### config.mk
export PLATFORM = sky130hd
export DESIGN_NAME = wwdt_top
export DESIGN_NICKNAME = d
export VERILOG_FILES = /design/src/logic/wwdt_top.v
export VERILOG_INCLUDE_DIRS = /design/src /design/src/shared
export SDC_FILE = /design/constraint.sdc
export NUM_CORES = 1
export LEC_CHECK = 0
export ABC_AREA = 1
export BUFFER_PORTS_ARGS = -buffer_cell sky130_fd_sc_hd__buf_4
export CORE_MARGIN = 8
export CORE_UTILIZATION = 60
export CTS_BUF_LIST = sky130_fd_sc_hd__clkbuf_8
export CTS_CLUSTER_DIAMETER = 60
export DETAILED_ROUTE_END_ITERATION = 7
export GPL_TIMING_DRIVEN = 0
export PLACE_DENSITY_LB_ADDON = 0.1
export SLEW_MARGIN = 15
export SYNTH_ARGS = -nofsm -noshare
export SYNTH_HDL_FRONTEND = slang
export SYNTH_SLANG_ARGS = --single-unit
### constraint.sdc
create_clock -name core_clk -period 5.45 [get_ports core_clk]
set_input_delay 0.2725 -clock core_clk [delete_from_list [all_inputs] [get_ports core_clk]]
set_output_delay 0.2725 -clock core_clk [all_outputs]
set_load 0.05 [all_outputs]
### src/shared/wwdt_defs.vh
// constants for the window watchdog timer block
`ifndef WWDT_DEFS_VH
`define WWDT_DEFS_VH

// register offsets
`define WWDT_ADDR_CTRL     8'h00
`define WWDT_ADDR_STATUS   8'h01

// control register fields
`define WWDT_WIN_MSB       7
`define WWDT_WIN_LSB       4
`define WWDT_PER_MSB       3
`define WWDT_PER_LSB       0

// status register fields
`define WWDT_LOCK_BIT      7
`define WWDT_BUSY_BIT      0
`define WWDT_STATUS_RESET  8'h00

// timeout code range: code n selects 2^(n+2) watchdog clocks
`define WWDT_CODE_OFF      4'h0
`define WWDT_CODE_MAX      4'hb
`define WWDT_CODE_SHIFT    4'h2
`define WWDT_CNT_W         14

// watchdog ticks needed for a value to cross into the counter domain
`define WWDT_SYNC_TICKS    2'h2

// counter states
`define WWDT_ST_OFF        3'h0
`define WWDT_ST_NORMAL     3'h1
`define WWDT_ST_FIRST      3'h2
`define WWDT_ST_CLOSED     3'h3
`define WWDT_ST_OPEN       3'h4

`endif

### src/logic/wwdt_top.v
// window watchdog timer: registers, clock-domain crossing and timeout counter
//
// The implementer's own choices: the plain strobed port and the address map.
`timescale 1ns/1ps
`include "wwdt_defs.vh"

module wwdt_top (
	input  wire       core_clk,                   // system clock, 20 MHz
	input  wire       reset,                      // synchronous reset, active high
	input  wire [7:0] reg_addr,                   // register address
	input  wire [7:0] reg_wdata,                  // register write data
	input  wire       reg_wr,                     // write strobe
	input  wire       reg_rd,                     // read strobe
	output reg  [7:0] reg_rdata_q,                // read data, cycle after strobe
	input  wire       watchdog_clear_instruction, // one-cycle clear from the core
	input  wire       timed_unlock_protection,    // unlock window with io key is open
	input  wire       cpu_debug_mode,             // core is under debug
	input  wire       cpu_halted,                 // core halted by debugger
	input  wire [7:0] watchdog_boot_fuse,         // fuse value for control at boot
	input  wire       watchdog_counter_clock,     // 1 kHz oscillator, asynchronous
	output reg        sys_reset_req_q             // reset request pulse
);

	// =====================================================================
	// helpers

	// length in watchdog clocks of a timeout code, zero for off or reserved
	function [`WWDT_CNT_W:0] code_len;
		input [3:0] code;
		begin
			if (code == `WWDT_CODE_OFF || code > `WWDT_CODE_MAX)
				code_len = {(`WWDT_CNT_W+1){1'b0}};
			else
				code_len = {{`WWDT_CNT_W{1'b0}}, 1'b1} << (code + `WWDT_CODE_SHIFT);
		end
	endfunction

	// =====================================================================
	// watchdog clock sampling and tick detection

	reg wclk_s1_q;
	reg wclk_s2_q;
	reg wclk_s3_q;
	wire tick = wclk_s2_q & ~wclk_s3_q;

	always @(posedge core_clk) begin
		wclk_s1_q <= watchdog_counter_clock;
		wclk_s2_q <= wclk_s1_q;
		wclk_s3_q <= wclk_s2_q;
	end

	// =====================================================================
	// register file, protection and boot load

	reg [7:0] ctrl_q;
	reg       lock_q;
	reg       boot_q;
	reg       busy_q;
	reg [1:0] busy_ticks_q;
	reg       clr_busy_q;
	reg [1:0] clr_ticks_q;
	reg [3:0] per_act_q;
	reg [3:0] win_act_q;
	reg       cfg_done_q;

	wire wr_ctrl   = reg_wr && reg_addr == `WWDT_ADDR_CTRL;
	wire wr_status = reg_wr && reg_addr == `WWDT_ADDR_STATUS;
	wire ctrl_ok   = wr_ctrl && timed_unlock_protection && !lock_q && !busy_q;
	wire fuse_on   = watchdog_boot_fuse[`WWDT_PER_MSB:`WWDT_PER_LSB] != `WWDT_CODE_OFF;

	always @(posedge core_clk) begin
		if (reset) begin
			ctrl_q <= 8'h00;
			lock_q <= 1'b0;
			boot_q <= 1'b1;
		end else if (boot_q) begin
			ctrl_q <= watchdog_boot_fuse;
			lock_q <= fuse_on;
			boot_q <= 1'b0;
		end else begin
			if (ctrl_ok)
				ctrl_q <= reg_wdata;
			if (wr_status && timed_unlock_protection) begin
				if (reg_wdata[`WWDT_LOCK_BIT])
					lock_q <= 1'b1;
				else if (cpu_debug_mode)
					lock_q <= 1'b0;
			end
		end
	end

	always @(posedge core_clk) begin
		if (reset) begin
			reg_rdata_q <= 8'h00;
		end else if (reg_rd && reg_addr == `WWDT_ADDR_CTRL) begin
			reg_rdata_q <= ctrl_q;
		end else if (reg_rd && reg_addr == `WWDT_ADDR_STATUS) begin
			reg_rdata_q <= `WWDT_STATUS_RESET;
			reg_rdata_q[`WWDT_LOCK_BIT] <= lock_q;
			reg_rdata_q[`WWDT_BUSY_BIT] <= busy_q;
		end else begin
			reg_rdata_q <= 8'h00;
		end
	end

	// =====================================================================
	// crossing of configuration and clears into the tick domain

	always @(posedge core_clk) begin
		if (reset) begin
			busy_q       <= 1'b0;
			busy_ticks_q <= 2'h0;
			per_act_q    <= 4'h0;
			win_act_q    <= 4'h0;
			cfg_done_q   <= 1'b0;
		end else begin
			cfg_done_q <= 1'b0;
			if (ctrl_ok || boot_q) begin
				busy_q       <= 1'b1;
				busy_ticks_q <= 2'h0;
			end else if (busy_q && tick) begin
				if (busy_ticks_q + 2'h1 == `WWDT_SYNC_TICKS) begin
					busy_q     <= 1'b0;
					per_act_q  <= ctrl_q[`WWDT_PER_MSB:`WWDT_PER_LSB];
					win_act_q  <= ctrl_q[`WWDT_WIN_MSB:`WWDT_WIN_LSB];
					cfg_done_q <= 1'b1;
				end
				busy_ticks_q <= busy_ticks_q + 2'h1;
			end
		end
	end

	wire clr_apply = clr_busy_q && tick && (clr_ticks_q + 2'h1 == `WWDT_SYNC_TICKS);

	always @(posedge core_clk) begin
		if (reset) begin
			clr_busy_q  <= 1'b0;
			clr_ticks_q <= 2'h0;
		end else if (!clr_busy_q) begin
			if (watchdog_clear_instruction) begin
				clr_busy_q  <= 1'b1;
				clr_ticks_q <= 2'h0;
			end
		end else if (tick) begin // clears during crossing are dropped
			clr_ticks_q <= clr_ticks_q + 2'h1;
			if (clr_apply)
				clr_busy_q <= 1'b0;
		end
	end

	// =====================================================================
	// timeout counter

	reg  [2:0]            state_q;
	reg  [2:0]            state_d;
	reg  [`WWDT_CNT_W:0]  cnt_q;
	reg  [`WWDT_CNT_W:0]  cnt_d;
	reg                   bite_d;
	reg                   halted_q;

	wire [`WWDT_CNT_W:0] open_len   = code_len(per_act_q);
	wire [`WWDT_CNT_W:0] closed_len = code_len(win_act_q);
	wire                 enabled    = open_len != {(`WWDT_CNT_W+1){1'b0}};
	wire                 win_mode   = win_act_q != `WWDT_CODE_OFF;
	wire [`WWDT_CNT_W:0] cnt_inc    = cnt_q + {{`WWDT_CNT_W{1'b0}}, 1'b1};
	wire [`WWDT_CNT_W:0] cnt_zero   = {(`WWDT_CNT_W+1){1'b0}};

	always @* begin
		state_d = state_q;
		cnt_d   = cnt_q;
		bite_d  = 1'b0;
		if (!enabled) begin
			state_d = `WWDT_ST_OFF;
			cnt_d   = cnt_zero;
		end else if (cpu_halted) begin
			state_d = `WWDT_ST_OFF;
			cnt_d   = cnt_zero;
		end else begin
			case (state_q)
				`WWDT_ST_OFF: begin
					cnt_d   = cnt_zero;
					state_d = win_mode ? `WWDT_ST_FIRST : `WWDT_ST_NORMAL;
				end
				`WWDT_ST_NORMAL: begin
					if (cfg_done_q && win_mode) begin
						state_d = `WWDT_ST_FIRST;
						cnt_d   = cnt_zero;
					end else if (clr_apply) begin
						cnt_d = cnt_zero;
					end else if (tick) begin
						cnt_d = cnt_inc;
						if (cnt_inc >= open_len) begin
							bite_d = 1'b1;
							cnt_d  = cnt_zero;
						end
					end
				end
				`WWDT_ST_FIRST: begin
					if (!win_mode) begin
						state_d = `WWDT_ST_NORMAL;
					end else if (clr_apply) begin
						state_d = `WWDT_ST_CLOSED;
						cnt_d   = cnt_zero;
					end else if (tick) begin
						cnt_d = cnt_inc;
						if (cnt_inc >= open_len) begin
							bite_d = 1'b1;
							cnt_d  = cnt_zero;
						end
					end
				end
				`WWDT_ST_CLOSED: begin
					if (!win_mode) begin
						state_d = `WWDT_ST_NORMAL;
						cnt_d   = cnt_zero;
					end else if (clr_apply) begin
						bite_d = 1'b1;
						cnt_d  = cnt_zero;
					end else if (tick) begin
						cnt_d = cnt_inc;
						if (cnt_inc >= closed_len) begin
							state_d = `WWDT_ST_OPEN;
							cnt_d   = cnt_zero;
						end
					end
				end
				`WWDT_ST_OPEN: begin
					if (!win_mode) begin
						state_d = `WWDT_ST_NORMAL;
						cnt_d   = cnt_zero;
					end else if (clr_apply) begin
						state_d = `WWDT_ST_CLOSED;
						cnt_d   = cnt_zero;
					end else if (tick) begin
						cnt_d = cnt_inc;
						if (cnt_inc >= open_len) begin
							bite_d  = 1'b1;
							state_d = `WWDT_ST_CLOSED;
							cnt_d   = cnt_zero;
						end
					end
				end
				default: begin
					state_d = `WWDT_ST_OFF;
					cnt_d   = cnt_zero;
				end
			endcase
		end
	end

	always @(posedge core_clk) begin
		if (reset) begin
			state_q         <= `WWDT_ST_OFF;
			cnt_q           <= {(`WWDT_CNT_W+1){1'b0}};
			halted_q        <= 1'b0;
			sys_reset_req_q <= 1'b0;
		end else begin
			state_q         <= state_d;
			cnt_q           <= cnt_d;
			halted_q        <= cpu_halted;
			sys_reset_req_q <= bite_d;
		end
	end

endmodule // wwdt_top

==> flow_summary.yaml <==
outcome:
  status: "complete, no violations"
place:
  placed_area_um2: 4810
  io_buffers: 41
  routabilityCongestion: 0.929
  dpl.hpwl_um: 9390
drt:
  final_antenna_net_count: 0
  wl_um: 11800
  drc: 0
  routedWlPerCell_um: 13.9
  first_pass_iters: 6
  initialDrtViolationCount: 325
  dr_total_vias: 4641
  vias_per_cell: 5.49
cts:
  clock_latency_ns: 0.33
  clockBufferDepth: 2
  cts-root-buf: "clkbuf_8"
  cts_hold_buf: 0
  cts-buffers-inserted: 5
  clk_pin_slew_ns: 0.11
  cts_tree: "yes"
  cts_setup_buffers: 0
  ctsResizeCount: 0
  cts.sinks: 55
  h-tree-depth: 2
worst_setup_path:
  slowest_stage: "dfxtp_1"
  critical-path-max-stage-delay_ns: 0.59
  crit_path_frequent_cell: "nand3_1"
  cp-end-kind: "register"
  rr_endpoint: "cnt_q[10]"
  cp.required_ns: 5.65
  crit_path_max_fanout: 10
  path_class: "register to register"
  reg2reg_slack_ns: 1.67
  critical_path.cell_chain: "ha_1, nand2_2, nor2_8, nand3_1, inv_1, nand4_1, xor2_1, inv_1, ha_1, nand3_1, nor3b_1, nand3_1, nor2_1, nand3_1, nand2_1, clkinv_2, nand2_4, nand2_4, buf_12, nand3_2, nand2_1, nand2_1, a21oi_2"
  endpoint: "cnt_q[10]"
  path_delay_family: "simple AND/OR/NAND/NOR gates"
  cp_data_arrival_time_ns: 3.98
  reg2reg_from: "cnt_q[0]"
  path_buf_inv: 4
  startpoint: "cnt_q[0]"
  reg2regPathDepth: 23
  cp_num_cells: 23
  start_kind: "register"
sta:
  worst_pin_slew_ns: 0.734
  clock_skew_ns: 0.0212
  maxSlewHeadroom_pct: 51.1
  hold_viol_final: 0
  tns_ns: 0
  layout_min_cycle_time_ns: 3.78
  min_period_over_period_pct: 69.4
  max_freq_ghz: 0.265
  setup_viol: 0
  final-max-slew-violation-count: 0
  rsz0062_at_grt: "false"
yosys:
  synthesis.instances: 697
  syn_area_um2: 4380
  synthArstFlopShare_pct: 0
  yosys.cell_count.top_type: "nand2_1"
  yosysSeqAreaShare_pct: 25.2
  synth_top_cell_area_share_pct: 25.2
  avgSynthCellArea_um2: 6.28
  synthTopCellsByArea: "dfxtp_1 (25%), nand2_1 (17%), inv_1 (7.9%)"
  ys_ff_latch: 55
  yosys.area.top_type: "dfxtp_1"
  synth_edf_count: 0
  ys_types: 45
  synth_nets: 755
  yosys_warnings: 0
  synth_flop_cell: "dfxtp_1"
  synth.top_cells.by_count: "nand2_1 (202), inv_1 (92), nor2_1 (75), dfxtp_1 (55), nand3_1 (47)"
power:
  peakVddDrop_mv: 0.115
  pwr_density_cell_nw_per_um2: 146
  p_leak_uw: 0.00220
die:
  die_h_um: 101
  start_util_pct: 61.0
  die_x_um: 101
  core_region_area_um2: 7180
  ios: 42
  num_rows: 31
  dieArea_um2: 10300
global_route:
  grt_max_degree: 19
  grt_first_pass_wirelength_um: 19800
  grt_pass1_vias: 4381
  overflow: 0
  grt_antenna_before_repair: 0
  grt_use_total_pct: 23.6
min_path:
  hold_path_depth: 1
  hold_path.class: "input port to register"
cells_and_area:
  multi_input_area_um2: 2820
  syn_to_final_growth_pct: 11.9
  antenna_cells: 0
  utilization_pct: 68.3
  drive_gt1_share_pct: 14.6
  nNetsFinal: 803
  post-route-cell-area_um2: 4900
  seqCellArea_um2: 1100
  fill_cells: 649
run:
  cap_violations: 0
## kinds of logic (layout without fill, tap and decap cells)
family / Yosys count / after routing / share of synthesized area (%)
flops: 55 / 55 / 25.2
fa+ha+maj: 25 / 25 / 7.14
buf+inv: 113 / 162 / 10.3
xor+xnor: 9 / 9 / 1.80
simple gates: 404 / 404 / 42.9
compound gates: 91 / 91 / 12.7
## worst min-delay path by stage
stage / slack (ns) / startpoint / to
after floorplan: 0.30 / reset / boot_q
after global placement: 0.31 / wclk_s1_q / wclk_s2_q
after global routing: 0.03 / watchdog_counter_clock / wclk_s1_q
final: 0.04 / watchdog_counter_clock / wclk_s1_q
after detailed placement: 0.32 / wclk_s1_q / wclk_s2_q
after CTS: 0.04 / watchdog_counter_clock / wclk_s1_q
## cells in the final DEF (no fill, tap or decap), types with 2 or more instances in the layout
cell        n
dfxtp_1    55
nand2_4     3
buf_4      43
inv_2       4
nand3_1    47
inv_1      92
nand4_1    26
clkinv_2    2
ha_1       25
o21ai_1     2
xnor2_1     2
nor2_4      5
a21oi_1    23
o32ai_1     2
nor3_1      9
nor4_1      3
buf_2       3
nand2_2     9
nor2_2      4
xor2_1      7
a31oi_1     9
a21oi_2    11
nand3_2    13
or2_2       2
nor2_1     75
o211ai_1    2
o22ai_1     7
clkbuf_1    9
o21bai_1    2
clkbuf_8    5
nand2_1   202
o21ai_0    27
## state kept, by name, summed over array words and instances (netlist names), 2 cells and up
| name | cells |
|---|---|
| per_act_q | 4 |
| state_q | 3 |
| ctrl_q | 8 |
| win_act_q | 4 |
| clr_ticks_q | 2 |
| busy_ticks_q | 2 |
| cnt_q | 15 |
| reg_rdata_q | 8 |
## stage by stage
stage	setup slack (ns)	total power, uW	hold WS [ns]	cells
global placement	1.80	481	0.310	837
detailed placement	1.74	484	0.322	837
finish	1.67	717	0.0432	845
floorplan	2.48	455	0.300	697
global route	1.43	744	0.0327	845
CTS	1.69	721	0.0392	845
## cell type report
cell class	count	share of cell area, %
plain buffers	15	1.71
multi-input cells	529	57.6
repair buffers	41	6.28
clock inverters	3	0.460
flip-flops and latches	55	22.5
inverters	98	7.53
well taps	99	2.53
clock buffers	5	1.40
## worst register-to-register path, stage by stage, from the launching register on
cell and delay (ns):
dfxtp_1 0.59, ha_1 0.26, nand2_2 0.12, nor2_8 0.17
nand3_1 0.12, inv_1 0.09, nand4_1 0.09, xor2_1 0.31
inv_1 0.14, ha_1 0.35, nand3_1 0.10, nor3b_1 0.20
nand3_1 0.10, nor2_1 0.10, nand3_1 0.08, nand2_1 0.14
clkinv_2 0.11, nand2_4 0.09, nand2_4 0.09, buf_12 0.17
nand3_2 0.06, nand2_1 0.05, nand2_1 0.08, a21oi_2 0.05
## per-layer routing
layer / track usage [%] / vias up / wire length, um
li1: - / 2363 / -
met1: 29.4 / 2092 / 5120
met2: 39.9 / 159 / 5500
met3: 3.57 / 27 / 812
met4: 9.16 / 0 / 336
met5: 0 / - / 0
## power by group
group          switching, uW  internal [uW]  leakage, uW
combinational           33.4           27.6      0.00170
sequential              4.32            410     0.000447
clock                    149           92.6    0.0000485
No activity file was read; power rests on OpenSTA's default activity.
